==> src/common/srw_consts.svh <==
`ifndef SRW_CONSTS_SVH
`define SRW_CONSTS_SVH

// Clock period of clock_in and the power-on one-shot time, both in nanoseconds.
`define SRW_CLK_NS 100
`define SRW_POR_NS 2500000

// Nominal RC oscillator rate in kHz and the four watchdog periods in milliseconds.
`define SRW_RC_KHZ 32
`define SRW_WD_MS_P0 5
`define SRW_WD_MS_P1 10
`define SRW_WD_MS_P2 20
`define SRW_WD_MS_P3 80

// Configuration write window after a reset release, in crystal clocks.
`define SRW_LOCK_XTAL 7'h78

// Register indices; the byte address is four times the index.
`define SRW_IDX_WAKE2 6'h0d
`define SRW_IDX_WDCFG 6'h0f
`define SRW_IDX_STATUS 6'h10

// Field positions of the second wake-select register.
`define SRW_WAKE2_SRC_LSB 2
`define SRW_WAKE2_SRC_MSB 4
`define SRW_WAKE2_LVL_BIT 6

// Field positions of the watchdog configuration register.
`define SRW_WDCFG_PER_LSB 0
`define SRW_WDCFG_PER_MSB 1
`define SRW_WDCFG_HALT_BIT 2
`define SRW_WDCFG_STOP_BIT 3

// Reset values.
`define SRW_WAKE2_SRC_RST 3'h0
`define SRW_WAKE2_LVL_RST 1'h0
`define SRW_WDCFG_PER_RST 2'h0
`define SRW_WDCFG_HALT_RST 1'h1
`define SRW_WDCFG_STOP_RST 1'h1

// Wake source codes.
`define SRW_SRC_POR 3'h0
`define SRW_SRC_P2LO_NAND 3'h1
`define SRW_SRC_P2_NAND 3'h2
`define SRW_SRC_P3_NOR 3'h3
`define SRW_SRC_P3_NAND 3'h4
`define SRW_SRC_P3P0_NOR 3'h5
`define SRW_SRC_P3P0_NAND 3'h6
`define SRW_SRC_P3P2_NAND 3'h7

// Pin membership masks over the 13 synchronised pins: [7:0] port 2, [10:8] port 3 bits 1-3,
// [11] port 0 bit 0, [12] port 0 bit 7.
`define SRW_MASK_NONE 13'h0000
`define SRW_MASK_P2LO 13'h000f
`define SRW_MASK_P2 13'h00ff
`define SRW_MASK_P3 13'h0700
`define SRW_MASK_P3P0 13'h1f00
`define SRW_MASK_P3P2 13'h0707

// Synchroniser lanes.
`define SRW_NSYNC 16
`define SRW_NPIN 13
`define SRW_SYN_BO 13
`define SRW_SYN_EXTN 14
`define SRW_SYN_RC 15
`define SRW_SYNC_RST 16'h4000

// Restart addresses and flag values driven by the watchdog instruction (Z, S, V).
`define SRW_STOP_VECTOR 16'h000c
`define SRW_RESET_VECTOR 16'h0000
`define SRW_WDT_ZSV 3'h0

// Status register bit positions.
`define SRW_ST_STOP 0
`define SRW_ST_RUN 1
`define SRW_ST_LOCK 2
`define SRW_ST_WDRST 3
`define SRW_ST_STOPREC 4

`endif

==> src/common/srw_pkg.sv <==
`default_nettype none
package srw_pkg;
  typedef logic [31:0] srw_word_t;
  typedef logic [7:0] srw_addr_t;
  typedef logic [12:0] srw_pins_t;
  typedef enum logic [1:0] {SRW_POR_WAIT, SRW_RUN, SRW_STOP, SRW_RESTART} srw_state_e;
endpackage : srw_pkg
`default_nettype wire

==> src/common/srw_wd_if.sv <==
`timescale 1ns/1ps
`default_nettype none
// Link between the reset controller and the watchdog counter.
interface srw_wd_if;
  logic rc_tick;
  logic active;
  logic kick;
  logic clr;
  logic [1:0] period;
  logic timeout;
  modport ctl (output rc_tick, output active, output kick, output clr, output period, input timeout);
  modport wd (input rc_tick, input active, input kick, input clr, input period, output timeout);
endinterface : srw_wd_if
`default_nettype wire

==> src/hdl/srw_wdog.sv <==
`timescale 1ns/1ps
`default_nettype none
`include "srw_consts.svh"
module srw_wdog #(
  parameter int RC_KHZ = `SRW_RC_KHZ
) (
  input wire logic clock_in,
  input wire logic rst_in,
  srw_wd_if.wd wd
);
  import srw_pkg::*;

  // Terminal counts in RC ticks; whole ticks, so each period is at least the nominal minimum.
  localparam logic [15:0] LIM0 = 16'(`SRW_WD_MS_P0 * RC_KHZ);
  localparam logic [15:0] LIM1 = 16'(`SRW_WD_MS_P1 * RC_KHZ);
  localparam logic [15:0] LIM2 = 16'(`SRW_WD_MS_P2 * RC_KHZ);
  localparam logic [15:0] LIM3 = 16'(`SRW_WD_MS_P3 * RC_KHZ);

  logic [15:0] limit;
  logic [15:0] count_q;
  logic timeout_q;

  // Tap selection from the period field.
  always_comb begin
    case (wd.period)
      2'h0: limit = LIM0; // see RULE_10
      2'h1: limit = LIM1;
      2'h2: limit = LIM2;
      default: limit = LIM3;
    endcase
  end

  // The count advances only on RC ticks, which are sampled on clock_in, so it stalls whenever clock_in stops.
  always_ff @(posedge clock_in or posedge rst_in) begin
    if (rst_in) begin
      count_q <= 16'h0000;
      timeout_q <= 1'b0;
    end else begin
      timeout_q <= 1'b0;
      if (wd.clr || wd.kick) begin
        count_q <= 16'h0000; // see RULE_07
      end else if (wd.active && wd.rc_tick) begin // see RULE_09
        if (count_q == limit - 16'h0001) begin
          count_q <= 16'h0000;
          timeout_q <= 1'b1; // see RULE_07
        end else begin
          count_q <= count_q + 16'h0001;
        end
      end
    end
  end

  assign wd.timeout = timeout_q;
endmodule : srw_wdog
`default_nettype wire

==> src/hdl/srw_top.sv <==
// Behaviour
// RULE_01 - Source codes 000 to 100 pick pin gates; code 000 selects no pins here.
// RULE_02 - Codes 101 to 111 add port 0/2 pins.
// RULE_03 - Level bit sets wake polarity, default low.
// RULE_04 - Software writes zeros to reserved bits.
// RULE_05 - Either recovery register's event ends stop.
// RULE_06 - Output-mode pins drop out of the gate.
// RULE_07 - Retriggerable watchdog; instruction enables then refreshes.
// RULE_08 - Watchdog instruction updates zero, sign, overflow flags.
// RULE_09 - Watchdog counts RC oscillator ticks only.
// RULE_10 - Period field picks 5, 10, 20, 80 ms.
// RULE_11 - Halt bit keeps watchdog counting in halt.
// RULE_12 - Stop bit keeps watchdog counting in stop.
// RULE_13 - Watchdog config bits 4 to 7 unused.
// RULE_14 - Watchdog config writable 120 clocks after reset.
// RULE_15 - Watchdog config reads back as zero.
// RULE_16 - Watchdog config decoded at index 0x0f.
// RULE_17 - Brown-out holds reset, then full power-on sequence.
// RULE_18 - Strap decides watchdog running after power-on.
// RULE_19 - Power-on one-shot 2.5 ms, three triggers.
// RULE_20 - Stop ends only by reset, restart 000C.
// RULE_21 - Gate output matching level raises wake in stop.
//
// Register access over APB is this design's own decision.
`timescale 1ns/1ps
`default_nettype none
`include "srw_consts.svh"
module srw_top #(
  parameter int POR_CYCLES = (`SRW_POR_NS + `SRW_CLK_NS - 1) / `SRW_CLK_NS,
  parameter int RC_KHZ = `SRW_RC_KHZ
) (
  input wire logic clock_in,
  input wire logic rst_in,
  input wire logic psel_in,
  input wire logic penable_in,
  input wire logic pwrite_in,
  input wire srw_pkg::srw_addr_t paddr_in,
  input wire srw_pkg::srw_word_t pwdata_in,
  output var srw_pkg::srw_word_t prdata_out,
  output logic pready_out,
  output logic pslverr_out,
  input wire logic [7:0] port2_pin_in,
  input wire logic [3:1] port3_pin_in,
  input wire logic [1:0] port0_pin_in,
  input wire logic [7:0] port2_outmode_in,
  input wire logic [3:1] port3_outmode_in,
  input wire logic [1:0] port0_outmode_in,
  input wire logic brownout_in,
  input wire logic ext_reset_n_in,
  input wire logic rc_osc_in,
  input wire logic first_wake_in,
  input wire logic por_bypass_ctl_in,
  input wire logic wdt_at_por_in,
  input wire logic wdt_instr_in,
  input wire logic halt_in,
  input wire logic stop_req_in,
  output logic cpu_reset_out,
  output logic stop_out,
  output logic wake_out,
  output logic flag_we_out,
  output logic [2:0] flag_zsv_out,
  output logic [15:0] restart_addr_out
);
  import srw_pkg::*;

  localparam logic [`SRW_NSYNC-1:0] SYNC_RST = `SRW_SYNC_RST;
  localparam logic [15:0] POR_LOAD = 16'(POR_CYCLES - 1);

  srw_wd_if wd_if ();

  logic [`SRW_NSYNC-1:0] raw;
  logic [`SRW_NSYNC-1:0] s1_q;
  logic [`SRW_NSYNC-1:0] s2_q;
  logic [`SRW_NSYNC-1:0] s3_q;
  logic [`SRW_NSYNC-1:0] flt_q;
  srw_pins_t pins;
  srw_pins_t outmode;
  srw_pins_t member;
  srw_pins_t live;
  logic nor_sel;
  logic gate;
  logic pin_wake;
  logic wake_ev;
  logic bo;
  logic ext_n;
  logic rc_prev_q;
  logic rc_tick;
  srw_state_e state_q;
  srw_state_e state_d;
  logic [15:0] por_cnt_q;
  logic por_enter;
  logic rel;
  logic [6:0] win_cnt_q;
  logic win_open;
  logic [2:0] src_q;
  logic level_q;
  logic [1:0] period_q;
  logic halt_en_q;
  logic stop_en_q;
  logic running_q;
  logic kick;
  logic wd_to;
  logic wd_seen_q;
  logic stoprec_q;
  logic setup;
  logic wr;
  logic aligned;
  logic hit_wake2;
  logic hit_wdcfg;
  logic hit_stat;
  srw_word_t status;
  srw_word_t prdata_q;
  logic pready_q;
  logic pslverr_q;
  logic cpu_reset_q;
  logic stop_q;
  logic wake_q;
  logic flag_we_q;
  logic [2:0] flag_zsv_q;
  logic [15:0] restart_addr_q;

  // Every pin and the RC oscillator cross in through three flops; a change is taken once stages two and three agree.
  assign raw = {rc_osc_in, ext_reset_n_in, brownout_in, port0_pin_in, port3_pin_in, port2_pin_in};
  for (genvar i = 0; i < `SRW_NSYNC; i++) begin : g_sync
    always_ff @(posedge clock_in or posedge rst_in) begin
      if (rst_in) begin
        s1_q[i] <= SYNC_RST[i];
        s2_q[i] <= SYNC_RST[i];
        s3_q[i] <= SYNC_RST[i];
        flt_q[i] <= SYNC_RST[i];
      end else begin
        s1_q[i] <= raw[i];
        s2_q[i] <= s1_q[i];
        s3_q[i] <= s2_q[i];
        if (s2_q[i] == s3_q[i]) begin
          flt_q[i] <= s3_q[i];
        end
      end
    end
  end

  assign pins = flt_q[`SRW_NPIN-1:0];
  assign bo = flt_q[`SRW_SYN_BO];
  assign ext_n = flt_q[`SRW_SYN_EXTN];
  assign outmode = {port0_outmode_in, port3_outmode_in, port2_outmode_in};

  // Rising edge of the filtered RC oscillator gives one watchdog tick.
  always_ff @(posedge clock_in or posedge rst_in) begin
    if (rst_in) begin
      rc_prev_q <= 1'b0;
    end else begin
      rc_prev_q <= flt_q[`SRW_SYN_RC];
    end
  end
  assign rc_tick = flt_q[`SRW_SYN_RC] & ~rc_prev_q; // see RULE_09

  // Pin group and gate kind for the programmed wake source.
  always_comb begin
    member = `SRW_MASK_NONE;
    nor_sel = 1'b0;
    case (src_q)
      `SRW_SRC_P2LO_NAND: member = `SRW_MASK_P2LO; // see RULE_01
      `SRW_SRC_P2_NAND: member = `SRW_MASK_P2; // see RULE_01
      `SRW_SRC_P3_NOR: begin
        member = `SRW_MASK_P3; // see RULE_01
        nor_sel = 1'b1;
      end
      `SRW_SRC_P3_NAND: member = `SRW_MASK_P3; // see RULE_01
      `SRW_SRC_P3P0_NOR: begin
        member = `SRW_MASK_P3P0; // see RULE_02
        nor_sel = 1'b1;
      end
      `SRW_SRC_P3P0_NAND: member = `SRW_MASK_P3P0; // see RULE_02
      `SRW_SRC_P3P2_NAND: member = `SRW_MASK_P3P2; // see RULE_02
      default: member = `SRW_MASK_NONE; // see RULE_01
    endcase
  end

  // Output-mode pins are forced neutral: one for the NAND, zero for the NOR.
  // A group with no input pin left never wakes, so an empty NOR cannot fire by accident.
  assign live = member & ~outmode; // see RULE_06
  assign gate = nor_sel ? ~|(pins & live) : ~&(pins | ~live);
  assign pin_wake = (|live) & (gate == level_q); // see RULE_03
  assign wake_ev = (state_q == SRW_STOP) & (pin_wake | first_wake_in); // see RULE_05, see RULE_21

  // Reset sequencer; brown-out wins, then watchdog timeout, then the reset pin, then wake or stop entry.
  always_comb begin
    state_d = state_q;
    if (bo) begin
      state_d = SRW_POR_WAIT; // see RULE_17
    end else begin
      case (state_q)
        SRW_POR_WAIT: begin
          if (por_cnt_q == 16'h0000) begin
            state_d = SRW_RUN;
          end
        end
        SRW_RUN: begin
          if (wd_to) begin
            state_d = SRW_POR_WAIT; // see RULE_19
          end else if (!ext_n) begin
            state_d = SRW_RESTART;
          end else if (stop_req_in) begin
            state_d = SRW_STOP;
          end
        end
        SRW_STOP: begin
          if (wd_to) begin
            state_d = SRW_POR_WAIT; // see RULE_20
          end else if (!ext_n) begin
            state_d = SRW_RESTART; // see RULE_20
          end else if (wake_ev) begin
            state_d = por_bypass_ctl_in ? SRW_POR_WAIT : SRW_RESTART; // see RULE_19, see RULE_20
          end
        end
        SRW_RESTART: begin
          if (ext_n) begin
            state_d = SRW_RUN;
          end
        end
        default: state_d = SRW_POR_WAIT;
      endcase
    end
  end

  assign por_enter = bo | ((state_d == SRW_POR_WAIT) & (state_q != SRW_POR_WAIT));
  assign rel = (state_d == SRW_RUN) & (state_q != SRW_RUN);

  always_ff @(posedge clock_in or posedge rst_in) begin
    if (rst_in) begin
      state_q <= SRW_POR_WAIT;
    end else begin
      state_q <= state_d;
    end
  end

  // The one-shot reloads on every trigger and keeps reloading while brown-out lasts.
  always_ff @(posedge clock_in or posedge rst_in) begin
    if (rst_in) begin
      por_cnt_q <= POR_LOAD;
    end else if (por_enter) begin
      por_cnt_q <= POR_LOAD; // see RULE_19, see RULE_17
    end else if (state_q == SRW_POR_WAIT && por_cnt_q != 16'h0000) begin
      por_cnt_q <= por_cnt_q - 16'h0001;
    end
  end

  // Configuration window opens at each reset release and closes for good after the count runs out.
  always_ff @(posedge clock_in or posedge rst_in) begin
    if (rst_in) begin
      win_cnt_q <= 7'h00;
    end else if (rel) begin
      win_cnt_q <= `SRW_LOCK_XTAL; // see RULE_14
    end else if (state_q == SRW_RUN && win_cnt_q != 7'h00) begin
      win_cnt_q <= win_cnt_q - 7'h01;
    end
  end
  assign win_open = (state_q == SRW_RUN) & (win_cnt_q != 7'h00); // see RULE_14

  // APB decode; registers sit one per aligned word at four times their index.
  assign setup = psel_in & ~penable_in;
  assign aligned = paddr_in[1:0] == 2'h0;
  assign hit_wake2 = aligned & (paddr_in[7:2] == `SRW_IDX_WAKE2);
  assign hit_wdcfg = aligned & (paddr_in[7:2] == `SRW_IDX_WDCFG); // see RULE_16
  assign hit_stat = aligned & (paddr_in[7:2] == `SRW_IDX_STATUS);
  assign wr = psel_in & penable_in & pready_q & pwrite_in;

  always_comb begin
    status = 32'h0000_0000;
    status[`SRW_ST_STOP] = state_q == SRW_STOP;
    status[`SRW_ST_RUN] = running_q;
    status[`SRW_ST_LOCK] = ~win_open;
    status[`SRW_ST_WDRST] = wd_seen_q;
    status[`SRW_ST_STOPREC] = stoprec_q;
  end

  // Ready is raised in the cycle after setup, so every transfer has exactly one access cycle.
  // Write-only registers read as zero; only the status word returns data.
  always_ff @(posedge clock_in or posedge rst_in) begin
    if (rst_in) begin
      pready_q <= 1'b0;
      pslverr_q <= 1'b0;
      prdata_q <= 32'h0000_0000;
    end else begin
      pready_q <= setup;
      pslverr_q <= setup & ~(hit_wake2 | hit_wdcfg | hit_stat);
      prdata_q <= (setup && !pwrite_in && hit_stat) ? status : 32'h0000_0000; // see RULE_15
    end
  end

  // Second wake-select register; only source and level are kept, so reserved bits never matter.
  always_ff @(posedge clock_in or posedge rst_in) begin
    if (rst_in) begin
      src_q <= `SRW_WAKE2_SRC_RST;
      level_q <= `SRW_WAKE2_LVL_RST;
    end else if (por_enter) begin
      src_q <= `SRW_WAKE2_SRC_RST;
      level_q <= `SRW_WAKE2_LVL_RST; // see RULE_03
    end else if (wr && hit_wake2) begin
      src_q <= pwdata_in[`SRW_WAKE2_SRC_MSB:`SRW_WAKE2_SRC_LSB]; // see RULE_04
      level_q <= pwdata_in[`SRW_WAKE2_LVL_BIT];
    end
  end

  // Watchdog configuration; a write outside the window is dropped without an error answer.
  always_ff @(posedge clock_in or posedge rst_in) begin
    if (rst_in) begin
      period_q <= `SRW_WDCFG_PER_RST;
      halt_en_q <= `SRW_WDCFG_HALT_RST;
      stop_en_q <= `SRW_WDCFG_STOP_RST;
    end else if (por_enter) begin
      period_q <= `SRW_WDCFG_PER_RST;
      halt_en_q <= `SRW_WDCFG_HALT_RST; // see RULE_11
      stop_en_q <= `SRW_WDCFG_STOP_RST; // see RULE_12
    end else if (wr && hit_wdcfg && win_open) begin // see RULE_14
      period_q <= pwdata_in[`SRW_WDCFG_PER_MSB:`SRW_WDCFG_PER_LSB]; // see RULE_10, see RULE_13
      halt_en_q <= pwdata_in[`SRW_WDCFG_HALT_BIT];
      stop_en_q <= pwdata_in[`SRW_WDCFG_STOP_BIT];
    end
  end

  assign kick = wdt_instr_in & (state_q == SRW_RUN);

  // The strap is sampled when the power-on one-shot ends, not under reset.
  always_ff @(posedge clock_in or posedge rst_in) begin
    if (rst_in) begin
      running_q <= 1'b0;
    end else if (por_enter) begin
      running_q <= 1'b0;
    end else if (state_q == SRW_POR_WAIT && state_d == SRW_RUN) begin
      running_q <= wdt_at_por_in; // see RULE_18
    end else if (kick) begin
      running_q <= 1'b1; // see RULE_07
    end
  end

  // Counting is gated per mode; in stop it keeps counting RC ticks, sampled on clock_in, while stop_en_q is set.
  assign wd_if.rc_tick = rc_tick;
  assign wd_if.active = running_q & (((state_q == SRW_RUN) & (~halt_in | halt_en_q)) // see RULE_11
                        | ((state_q == SRW_STOP) & stop_en_q)); // see RULE_12
  assign wd_if.kick = kick;
  assign wd_if.clr = cpu_reset_q;
  assign wd_if.period = period_q;
  assign wd_to = wd_if.timeout;

  srw_wdog #(
    .RC_KHZ(RC_KHZ)
  ) u_wdog (
    .clock_in(clock_in),
    .rst_in(rst_in),
    .wd(wd_if.wd)
  );

  // Reset cause flags for software.
  always_ff @(posedge clock_in or posedge rst_in) begin
    if (rst_in) begin
      wd_seen_q <= 1'b0;
      stoprec_q <= 1'b0;
    end else if (bo) begin
      wd_seen_q <= 1'b0;
      stoprec_q <= 1'b0;
    end else if (state_q != state_d && state_d != SRW_RUN) begin
      wd_seen_q <= wd_to & (state_q != SRW_POR_WAIT);
      stoprec_q <= wake_ev & ~wd_to & ext_n;
    end
  end

  // Core-facing outputs, all registered from the next state.
  always_ff @(posedge clock_in or posedge rst_in) begin
    if (rst_in) begin
      cpu_reset_q <= 1'b1;
      stop_q <= 1'b0;
      wake_q <= 1'b0;
    end else begin
      cpu_reset_q <= (state_d == SRW_POR_WAIT) || (state_d == SRW_RESTART); // see RULE_17
      stop_q <= state_d == SRW_STOP;
      wake_q <= (state_q == SRW_STOP) && (state_d != SRW_STOP); // see RULE_20
    end
  end

  // Restart address is set when run or stop is left for reset: the stop vector after a stop exit.
  always_ff @(posedge clock_in or posedge rst_in) begin
    if (rst_in) begin
      restart_addr_q <= `SRW_RESET_VECTOR;
    end else if (state_q == SRW_STOP && state_d != SRW_STOP) begin
      restart_addr_q <= `SRW_STOP_VECTOR; // see RULE_20
    end else if (state_q == SRW_RUN && state_d != SRW_RUN && state_d != SRW_STOP) begin
      restart_addr_q <= `SRW_RESET_VECTOR;
    end
  end

  // Flag update strobe for the core, one cycle per watchdog instruction.
  always_ff @(posedge clock_in or posedge rst_in) begin
    if (rst_in) begin
      flag_we_q <= 1'b0;
      flag_zsv_q <= 3'h0;
    end else begin
      flag_we_q <= kick; // see RULE_08
      if (kick) begin
        flag_zsv_q <= `SRW_WDT_ZSV;
      end
    end
  end

  assign prdata_out = prdata_q;
  assign pready_out = pready_q;
  assign pslverr_out = pslverr_q;
  assign cpu_reset_out = cpu_reset_q;
  assign stop_out = stop_q;
  assign wake_out = wake_q;
  assign flag_we_out = flag_we_q;
  assign flag_zsv_out = flag_zsv_q;
  assign restart_addr_out = restart_addr_q;
endmodule : srw_top
`default_nettype wire

==> config.mk <==
export PLATFORM = sky130hd
export DESIGN_NAME = srw_top
export DESIGN_NICKNAME = d
export VERILOG_FILES = /design/src/common/srw_pkg.sv /design/src/common/srw_wd_if.sv /design/src/hdl/srw_wdog.sv /design/src/hdl/srw_top.sv
export VERILOG_INCLUDE_DIRS = /design/src /design/src/common
export SDC_FILE = /design/constraint.sdc
export NUM_CORES = 1
export LEC_CHECK = 0
export ABC_CLOCK_PERIOD_IN_PS = 5900
export BUFFER_PORTS_ARGS = -buffer_cell sky130_fd_sc_hd__clkbuf_2
export CORE_UTILIZATION = 50
export DETAILED_ROUTE_END_ITERATION = 8
export GPL_ROUTABILITY_DRIVEN = 1
export HOLD_SLACK_MARGIN = 0.08
export PLACE_DENSITY_LB_ADDON = 0.12
export SLEW_MARGIN = 25
export SYNTH_ARGS = -nofsm -noshare
export SYNTH_HDL_FRONTEND = slang
export SYNTH_SLANG_ARGS = --single-unit
==> constraint.sdc <==
create_clock -name clock_in -period 5.9 [get_ports clock_in]
set_input_delay 0.59 -clock clock_in [delete_from_list [all_inputs] [get_ports clock_in]]
set_output_delay 0.59 -clock clock_in [all_outputs]
set_load 0.02 [all_outputs]
---- Yosys cells after proc, flatten, opt, wreduce, memory -nomap -nowiden ----
Cells that the tools add are included.
storage, ports and cells
  output and inout port bits .............. 57
  register bits after elaboration ......... 145
  word-level logic and storage cells ...... 253
  input bits .............................. 80
operators by class
  $add $sub $neg .......................... 4
  reduce and logical (&&, ||, !) cells .... 40
  muxes and demuxes ....................... 45
  equality and inequality tests ........... 40
  bitwise gates (word level) .............. 38
operators by type and width
  operator                                                                count
  16-bit two-way mux                                                      7
  13-bit case mux with 5 select lines                                     1
  12-bit case mux with 3 select lines                                     1
  13-bit AND                                                              2
  13-bit inverter                                                         2
  13-bit OR reduction                                                     2
  2-bit two-way mux                                                       12
  1-bit AND                                                               21
  1-bit two-way mux                                                       18
  1-bit equality test                                                     17
  16-bit by 1-bit adder with 16-bit output (second input constant)        1
  16-bit equality test                                                    1
  16-bit logical NOT                                                      1
  16-bit nonzero test                                                     1
  2-bit nonzero test                                                      8
  16-bit by 1-bit subtractor with 16-bit output (second input constant)   1
  7-bit two-way mux                                                       2
  1-bit logical AND                                                       13
  13-bit bitwise OR                                                       1
  13-bit AND reduction                                                    1
  12-bit by 1-bit subtractor with 13-bit output (second input constant)   1
  3-bit equality test (second input constant)                             4
  6-bit by 4-bit equality test with 1-bit output (second input constant)  2
  2-bit equality test (second input constant)                             5
  other kinds (19)                                                        42

---- Logic depth before layout (Yosys ltp) ----
Gate-level depths: netlist of the first run.
  word-level depth ........................ 23
  mapped depth ............................ 12
  gate-level depth less buffers ........... 11

---- By module ----
A second synthesis of the first run with hierarchy kept.
second synthesis, totals
  cells, all modules ...................... 561
  area total of the unflattened synthesis .. 6090.8 sq um
modules (own cells, without submodules)
  module    sequential area each (sq um)  area each (sq um)  cells each  times used
  srw_top   2846.5                        4907.2             420         1
  srw_wdog  425.4                         1183.6             141         1

---- Least setup slack after synthesis of the first run ----
Ideal clock, no wire load.
  kind .................................... input -> register
  start point ............................. in port0_outmode_in[1]
  end point ............................... reg stoprec_q
  slack ................................... 2.873 ns
  data arrival time ....................... 2.899 ns
  cell stages on the path ................. 11
  setup time .............................. 0.127 ns
  buffers on the path ..................... 0
  cells stage by stage .................... nor2b_1 or4_1 a211oi_1 a211oi_1 xnor2_1 a21oi_1 a31o_2 ha_1 and3b_1 o211a_1 mux2_1
between the ends
  word-level cells in the longest chain between the ends .. 19
  elaborated cells between the ends (all ways) .. 28
  classes of those cells .................. eq/ne: 3; mux: 8; bitwise: 10; reduce/logical: 7
RTL lines
  element                                                                           RTL line        source
  start: declaration                                                                srw_top.sv:47   input wire logic [1:0] port0_outmode_in,
  13-bit inverter *                                                                 srw_top.sv:181  assign live = member & ~outmode;
  13-bit AND *                                                                      srw_top.sv:181
  13-bit inverter                                                                   srw_top.sv:182  assign gate = nor_sel ? ~|(pins & live) : ~&(pins | ~live);
  13-bit bitwise OR                                                                 srw_top.sv:182
  13-bit AND reduction                                                              srw_top.sv:182
  1-bit logical NOT                                                                 srw_top.sv:182
  1-bit two-way mux                                                                 srw_top.sv:182
  1-bit equality test                                                               srw_top.sv:183  assign pin_wake = (|live) & (gate == level_q);
  [3 not listed]                                                                    -
  2-bit two-way mux                                                                 srw_top.sv:212  end else if (wake_ev) begin
  2-bit two-way mux                                                                 srw_top.sv:210  end else if (!ext_n) begin
  2-bit two-way mux                                                                 srw_top.sv:208  if (wd_to) begin
  2-bit case mux with 4 select lines                                                srw_top.sv:192  case (state_q)
  2-bit two-way mux                                                                 srw_top.sv:189  if (bo) begin
  2-bit != test / 2-bit by 1-bit != test with 1-bit output (equally long branches)  srw_top.sv:362  end else if (state_q != state_d && state_d != SRW_RUN) begin
  1-bit logical AND                                                                 srw_top.sv:362
  2-bit nonzero test (no source line)                                               -
  end signal: assignment                                                            srw_top.sv:364  stoprec_q <= wake_ev & ~wd_to & ext_n;
  end: declaration                                                                  srw_top.sv:104  logic stoprec_q;
Every way passes the cells marked *; elsewhere a longest branch is shown, timed or not. The select of a mux whose other input is x is not followed.
A chain may end at the register's enable or synchronous reset.

---- Worst setup path after layout of the first run ----
  start point ............................. reg src_q[2]
  end point ............................... reg running_q
between the ends
  word-level cells in the longest chain between the ends .. 22
  elaborated cells between the ends (all ways) .. 39
  classes of those cells .................. eq/ne: 9; mux: 10; bitwise: 9; reduce/logical: 11
RTL lines
  element                                                                                       RTL line                        source
  start: declaration                                                                            srw_top.sv:95                   logic [2:0] src_q;
  start signal: assignment                                                                      srw_top.sv:294                  src_q <= `SRW_WAKE2_SRC_RST;
  start signal: assignment                                                                      srw_top.sv:297                  src_q <= `SRW_WAKE2_SRC_RST;
  start signal: assignment                                                                      srw_top.sv:300                  src_q <= pwdata_in[`SRW_WAKE2_SRC_MSB:`SRW_WAKE2_SRC_LSB];
  3-bit equality test / 3-bit by 2-bit equality test with 1-bit output (equally long branches)  srw_top.sv:161                  case (src_q)
  2-bit OR reduction (no source line)                                                           -
  13-bit case mux with 5 select lines                                                           srw_top.sv:161
  13-bit AND                                                                                    srw_top.sv:181
  13-bit inverter                                                                               srw_top.sv:182
  13-bit bitwise OR                                                                             srw_top.sv:182
  13-bit AND reduction                                                                          srw_top.sv:182
  1-bit logical NOT                                                                             srw_top.sv:182
  [6 not listed]                                                                                -
  2-bit two-way mux *                                                                           srw_top.sv:210
  2-bit two-way mux *                                                                           srw_top.sv:208
  2-bit case mux with 4 select lines *                                                          srw_top.sv:192
  2-bit two-way mux *                                                                           srw_top.sv:189
  2-bit logical NOT / 2-bit by 1-bit equality test with 1-bit output (equally long branches)    srw_top.sv:226, srw_top.sv:330
  1-bit AND / 1-bit logical AND (equally long branches)                                         srw_top.sv:226, srw_top.sv:330
  1-bit bitwise OR / 1-bit two-way mux (equally long branches)                                  srw_top.sv:226, srw_top.sv:330
  3-bit nonzero test (no source line) / 1-bit two-way mux (equally long branches)               -
  end signal: assignment                                                                        srw_top.sv:331                  running_q <= wdt_at_por_in;
  end: declaration                                                                              srw_top.sv:100                  logic running_q;
Every way passes the cells marked *; elsewhere a longest branch is shown, timed or not.

==> metrics.md, run 1 <==
| Metric | Value |
|---|---|
| Status | completed |
| Detail Placement HPWL | 7.61 mm |
| Synth warn | 0 |
| HP Class | primary input to register |
| Critical Path AT | 4.04 ns |
| # diodes | 0 |
| Port Buf Inserts | 66 |
| Vias | 3941 |
| DP Worst Slack | 2.17 ns |
| Sequential Power Share | 45.7% |
| Drt total wl | 10.8 mm |
| Worst-path fanout max | 12 |
| Setup Fix Bufs, Post-CTS | 0 |
| Chip height | 111 um |
| Clock power share | 49.1% |
| Clock Skew | 0.00613 ns |
| Gr usage total | 19.9% |
| FFs w/ async S/R, synth | 100% |
| Cell area after layout | 6810 um^2 |
| Sw Share | 23.6% |
| Switching pwr | 491 uW |
| Starting Density | 51.7% |
| Fill count | 962 |
| Global-route wire length before repair | 19.0 mm |
| Slew margin rel. | 29.4% |
| Static Leak | 2.98 nW |
| CTS sink cnt | 130 |
| Core Util, Final | 59.4% |
| RSZ-0062 raised after global routing | false |
| Synth cell types | 61 |
| Final Critical Period | 3.69 ns |
| # DRC | 0 |
| Largest net degree at the start of global routing | 91 |
| CTS resizes | 0 |
| Routed WL per cell | 14.2 um |
| Final Setup Violations | 0 |
| Routed Antenna Nets | 0 |
| Layout cells sized above 1 | 20.6% |
| Placed Instance Area | 6220 um^2 |
| TNS Setup | 0 ns |
| CTS tree | done |
| WP data required | 6.24 ns |
| FMAX | 271 MHz |
| Fin worst setup slack | 2.21 ns |
| Post-synth EDFFs | 0 |
| Max VDD drop | 0.000221 V |
| Fin nets | 695 |
| CTS buffer count | 17 |
| Initial antenna violation count | 0 |
| H-tree depth | 4 |
| Power per cell area | 305 nW/um^2 |
| DRT iter0 DRCs | 146 |
| Syn_area_per_cell | 11.1 um^2 |
| Clock buffer depth | 2 |
| Layout Area Growth over Synthesis | 14.8% |
| Final period util | 62.6% |
| Top_reg_cell synth | dfrtp_1 |
| Drt pass-1 iters | 4 |
| DR vias/cell | 5.18 |
| CTS Hold Buffers Added | 0 |
| Core Area | 11500 um^2 |
| Power Internal | 1.59 mW |
| Post-Syn Instances | 533 |
| Vias in the first global route | 3982 |
| Critical path class | register to register |
| Synthesized area | 5930 um^2 |
| Die area | 12300 um^2 |
| Comb pwr share | 5.2% |
| Slew Limit Fails | 0 |
| Root Buffer Master | clkbuf_16 |
| Hold depth | 1 |
| Max-cap violations | 0 |
| CTS clk-pin slew, worst paths | 0.06 ns |
| Row count | 39 |
| Final GP Congestion | 0.795 |
| Sequential element share of the synthesized area | 55.1% |
| R2R cell count | 11 |
| #FFs+latches synth | 130 |
| Die W | 111 um |
| Worst setup EP type | register |
| Worst-Margin Slew | 1.05 ns |
| Final hold viol count | 0 |
| Clk_lat worst skew | 0.42 ns |
| Gr ovfl total | 0 |
| CP Launch Type | register |
| IO Pins | 137 |
## layout make-up
| cell class | count | area [um^2] | share of cell area, % |
|---|---|---|---|
| Inverter | 24 | 96.3 | 1.41 |
| Sequential cell | 130 | 3270 | 48.1 |
| Timing Repair Buffer | 68 | 345 | 5.07 |
| Tap cell | 143 | 179 | 2.63 |
| Clock inverter | 15 | 160 | 2.35 |
| Clock buffer | 17 | 425 | 6.25 |
| Multi-Input combinational cell | 364 | 2330 | 34.2 |
## flip-flops by register name, summed over array words and instances (netlist names), 3 cells and up
register        count
por_cnt_q          16
s1_q               16
s2_q               16
s3_q               16
u_wdog.count_q     16
flt_q              14
win_cnt_q           7
prdata_out          5
src_q               3
## power groups by stage
stage,registers (mW),logic [mW],clock network [mW]
finish,0.950,0.108,1.02
global route,0.954,0.122,1.09
CTS,0.950,0.110,1.04
detailed placement,0.965,0.109,0
global placement,0.963,0.106,0
floorplan,0.958,0.0962,0
## worst paths after layout
| kind | endpoint | slack (ns) | start |
|---|---|---|---|
| min in group asynchronous | s2_q[7]$_DFF_PP0_ | 0.33 | rst_in |
| worst max-delay path | running_q$_DFFE_PP0P_ | 2.21 | src_q[2]$_DFFE_PP0P_ |
| worst min-delay path | s1_q[14]$_DFF_PP1_ | 0.25 | ext_reset_n_in |
| worst min register to register | s2_q[11]$_DFF_PP0_ | 0.35 | s1_q[11]$_DFF_PP0_ |
| worst max register to register | running_q$_DFFE_PP0P_ | 2.21 | src_q[2]$_DFFE_PP0P_ |
| max in group asynchronous | stop_en_q$_DFFE_PP1P_ | 4.56 | rst_in |
## synth_stat cells (12+ instances only)
| master | n | area share [%] |
|---|---|---|
| o21ai_0 | 17 | 1.4 |
| maj3_1 | 16 | 2.7 |
| dfrtp_1 | 115 | 49 |
| xnor2_1 | 27 | 4.0 |
| nand2_1 | 21 | 1.3 |
| inv_1 | 23 | 1.5 |
| dfstp_2 | 15 | 6.6 |
| mux2i_1 | 12 | 2.0 |
| nand3_1 | 16 | 1.3 |
| nor3_1 | 15 | 1.3 |
| buf_4 | 45 | 5.7 |
| nor2_1 | 47 | 3.0 |
## metrics by stage
stage | power, mW | std cells | hold slack (ns)
floorplan | 1.05 | 576 | 0.331
global placement | 1.07 | 729 | 0.331
detailed placement | 1.07 | 729 | 0.335
CTS | 2.11 | 761 | 0.228
global route | 2.16 | 761 | 0.238
finish | 2.08 | 761 | 0.251
## worst max-delay path, cell delays in order (launching register included)
cell and delay [ns]:
dfrtp_1 0.56, inv_1 0.16, or4_1 0.53, a211oi_1 0.29, a211oi_1 0.10, xnor2_1 0.19, a211oi_1 0.38, o21ai_0 0.14
ha_1 0.22, a21oi_1 0.70, o21ai_0 0.20, a21oi_1 0.16
## cells by family after synthesis
family                   Yosys count  share of synthesized area [%]
AO/OA/AOI/OAI                     69                           8.44
XOR/XNOR                          37                           5.46
adder cells (fa/ha/maj)           26                           4.81
buffers and inverters             82                           8.29
flip-flops                       130                           55.1
multiplexers                      13                           2.21
other                              1                         0.0632
AND/OR/NAND/NOR                  175                           15.6
## metal layers
layer  vias to the layer above  part of all wire, %  track usage [%]
li1                       1898                    -                -
met1                      1920                   47             25.7
met2                       102                   47             31.0
met3                        21                  4.4             5.19
met4                         0                  2.0             10.1
met5                         -                    0                0
## placed cells by master (no fill, tap or decap), types with 7 or more instances in the layout
master	n
dfrtp_1	115
clkbuf_2	66
nor2_1	47
conb_1	44
xnor2_1	27
inv_1	22
nand2_1	21
o21ai_0	17
clkbuf_16	17
nand3_1	16
maj3_1	16
nor3_1	15
dfstp_2	15
mux2i_1	12
nor2b_1	11
xor2_1	10
ha_1	10
and3_1	9
and2_1	9
nand4_1	8
a21oi_1	8
or3_1	7
Note: power is estimated with default switching activity, not from simulation.
==> run 2: changes to the inputs <==
--- a/config.mk
+++ b/config.mk
@@ -6,9 +6,9 @@
 export SDC_FILE = /design/constraint.sdc
 export NUM_CORES = 1
 export LEC_CHECK = 0
-export ABC_CLOCK_PERIOD_IN_PS = 5900
+export ABC_CLOCK_PERIOD_IN_PS = 3000
 export BUFFER_PORTS_ARGS = -buffer_cell sky130_fd_sc_hd__clkbuf_2
-export CORE_UTILIZATION = 50
+export CORE_UTILIZATION = 49
 export DETAILED_ROUTE_END_ITERATION = 8
 export GPL_ROUTABILITY_DRIVEN = 1
 export HOLD_SLACK_MARGIN = 0.08
==> constraint.sdc (replaced) <==
create_clock -name clock_in -period 3 [get_ports clock_in]
set_input_delay 0.3 -clock clock_in [delete_from_list [all_inputs] [get_ports clock_in]]
set_output_delay 0.3 -clock clock_in [all_outputs]
set_load 0.02 [all_outputs]
==> run 2 against run 1 <==
  * The run now ends with design-rule violations, negative setup slack left
  * Maximum frequency rose by 23%
  * Clock power rose by 97%
  * Clock-buffer cell count rose by 1
  * Sequential power rose by 97%
  * Die area rose by 2.0%
  * First-iteration DRC count rose by 58%
  * Utilization rose by 3.2 points
  * Global-route usage barely moved
  * Clock skew rose by 0.0013 ns
==> metrics.md, run 2 (synthesis gave the netlist of run 1 again) <==
| Metric | Value |
|---|---|
| Status | finished with violations (was completed) |
| Failing checks | design-rule violations, negative setup slack |
| R2R Setup Slk | -0.007 ns (was 2.21 ns) |
| Worst setup EP type | register (unchanged) |
| Slew Limit Fails | 0 (unchanged) |
| Commonest non-fill, non-tap cells in the layout | dfrtp_1 (114), clkbuf_2 (66), nor2_1 (47), conb_1 (44), xnor2_1 (26) (was dfrtp_1 (115), clkbuf_2 (66), nor2_1 (47), conb_1 (44), xnor2_1 (27)) |
| TNS Setup | -0.00735 ns (was 0 ns) |
| Core Util, Final | 62.6% (was 59.4%) |
| Gr usage total | 19.8% (was 19.9%) |
| Routed WL per cell | 14.0 um (was 14.2 um) |
| Worst-path fanout max | 4 (was 12) |
| Static Leak | 3.19 nW (was 2.98 nW) |
| WP data required | 3.29 ns (was 6.24 ns) |
| Power per cell area | 569 nW/um^2 (was 305 nW/um^2) |
| CTS clk-pin slew, worst paths | 0.06 ns (about the same) |
| Uppermost layer routed | met4 (unchanged) |
| Die area | 12600 um^2 (was 12300 um^2) |
| Final Critical Period | 3.01 ns (was 3.69 ns) |
| Drt total wl | 11.2 mm (was 10.8 mm) |
| Gr ovfl total | 0 (unchanged) |
| DR vias/cell | 5.11 (was 5.18) |
| Global-route wire length before repair | 19.3 mm (was 19.0 mm) |
| Layout cells sized above 1 | 24.6% (was 20.6%) |
| Max-cap violations | 0 (unchanged) |
| Critical path class | register to register (unchanged) |
| CP Launch Type | register (unchanged) |
| Clk_lat worst skew | 0.41 ns (was 0.42 ns) |
| Starting Density | 51.1% (was 51.7%) |
| RSZ-0062 raised after global routing | true (was false) |
| CTS tree | done (unchanged) |
| Critical Path AT | 3.30 ns (was 4.04 ns) |
| H-tree depth | 4 (unchanged) |
| Core Area | 11600 um^2 (was 11500 um^2) |
| Final hold viol count | 0 (unchanged) |
| Max VDD drop | 0.000506 V (was 0.000221 V) |
| # DRC | 9 (was 0) |
| Final period util | 100% (was 62.6%) |
| Finished Layout Cells | 801 (was 761) |
| Root Buffer Master | clkbuf_16 (unchanged) |
| CTS sink cnt | 130 (unchanged) |
| WL met2 | 5.32 mm (was 5.07 mm) |
| Final GP Congestion | 0.837 (was 0.795) |
| Vias in the first global route | 4130 (was 3982) |
| Slew margin rel. | 39.6% (was 29.4%) |
| Fill count | 943 (was 962) |
| Cell area after layout | 7260 um^2 (was 6810 um^2) |
| HP Class | primary input to register (unchanged) |
| FMAX | 333 MHz (was 271 MHz) |
| Clock Skew | 0.00741 ns (was 0.00613 ns) |
| Die W | 112 um (was 111 um) |
| Met1 wire length | 5.22 mm (was 5.05 mm) |
| Commonest non-fill, non-tap cell in the layout | dfrtp_1 (unchanged) |
| Placed Cells | 747 (was 729) |
| Fin nets | 735 (was 695) |
| Fin worst setup slack | -0.00735 ns (was 2.21 ns) |
| Row count | 39 (unchanged) |
| Initial antenna violation count | 0 (unchanged) |
| Clock buffer depth | 2 (unchanged) |
| Met3 routed WL | 490 um (was 477 um) |
| Vias | 4090 (was 3941) |
| Worst hold slack | 0.140 ns (was 0.251 ns) |
| Routed Antenna Nets | 0 (unchanged) |
| Drt pass-1 iters | 8 (was 4) |
| DRT iter0 DRCs | 231 (was 146) |
| # diodes | 0 (unchanged) |
| Largest net degree at the start of global routing | 48 (was 91) |
| IO Pins | 137 (unchanged) |
| Layout Area Growth over Synthesis | 22.4% (was 14.8%) |
| Placed Instance Area | 6390 um^2 (was 6220 um^2) |
| Worst-Margin Slew | 0.904 ns (was 1.05 ns) |
| CTS buffer count | 17 (unchanged) |
| Final Setup Violations | 1 (was 0) |
| Port Buf Inserts | 66 (unchanged) |
| Chip height | 112 um (was 111 um) |
| Detail Placement HPWL | 7.94 mm (was 7.61 mm) |
run 2: cell types whose count changed in the layout (fill, tap and decap cells not counted), sizes merged:
cell	previous run	this run
clkbuf	83	84
buf	2	24
clkinv	7	6
dlygate4sd3	0	18
run 2: what timing repair did:
action	4_1_cts	5_1_grt
gates cloned	0	0
pin swaps	0	12
buffers inserted	0	4
setup endpoints to repair	1	27
hold buffers	18	0
hold endpoints to repair	40	0
resized for setup	1	13
run 2: report_power, final:
part / internal, mW / leakage, nW / switching, mW
sequential: 1.83 / 1.59 / 0.0412
clock: 1.23 / 0.278 / 0.779
combinational: 0.0975 / 1.32 / 0.156
run 2: through the flow:
stage	setup slack, ns	power [mW]
detailed placement	0.00977	2.13
floorplan	0.0376	2.07
global route	-0.112	4.30
finish	-0.00735	4.13
global placement	0.0400	2.12
CTS	0.000639	4.19
run 2: area by class of cell:
class	count	area, um^2	area share, %
Clock buffer	18	429	5.91
Clock inverter	14	154	2.12
Inverter	24	95.1	1.31
Multi-Input combinational cell	364	2410	33.2
Sequential cell	130	3270	45.1
Tap cell	143	179	2.46
Timing Repair Buffer	108	719	9.90
run 2: worst max-delay path, stage by stage, from the launching register on:
cell	delay, ns
dfrtp_1	0.41
buf_6	0.13
or4_4	0.52
a211oi_4	0.28
a211oi_2	0.08
xnor2_2	0.21
a211oi_2	0.12
o21a_1	0.24
ha_4	0.17
and3b_1	0.21
o211a_1	0.20
mux2_4	0.31
run 2: layer usage:
metal	GRT usage, %	vias up
li1	-	1979
met1	25.5	1987
met2	31.7	107
met3	5.67	17
met4	8.27	0
met5	0	-
run 2: final timing paths:
check / start / to / depth (start not counted)
setup / recovery: src_q[1]$_DFFE_PP0P_ / stoprec_q$_DFFE_PP0P_ / 11
hold / removal: pwdata_in[1] / period_q[1]$_DFFE_PP0P_ / 3
setup reg to reg: src_q[1]$_DFFE_PP0P_ / stoprec_q$_DFFE_PP0P_ / 11
hold reg to reg: s1_q[3]$_DFF_PP0_ / s2_q[3]$_DFF_PP0_ / 0
max in group asynchronous: rst_in / stop_en_q$_DFFE_PP1P_ / 4
min in group asynchronous: rst_in / s2_q[13]$_DFF_PP0_ / 3
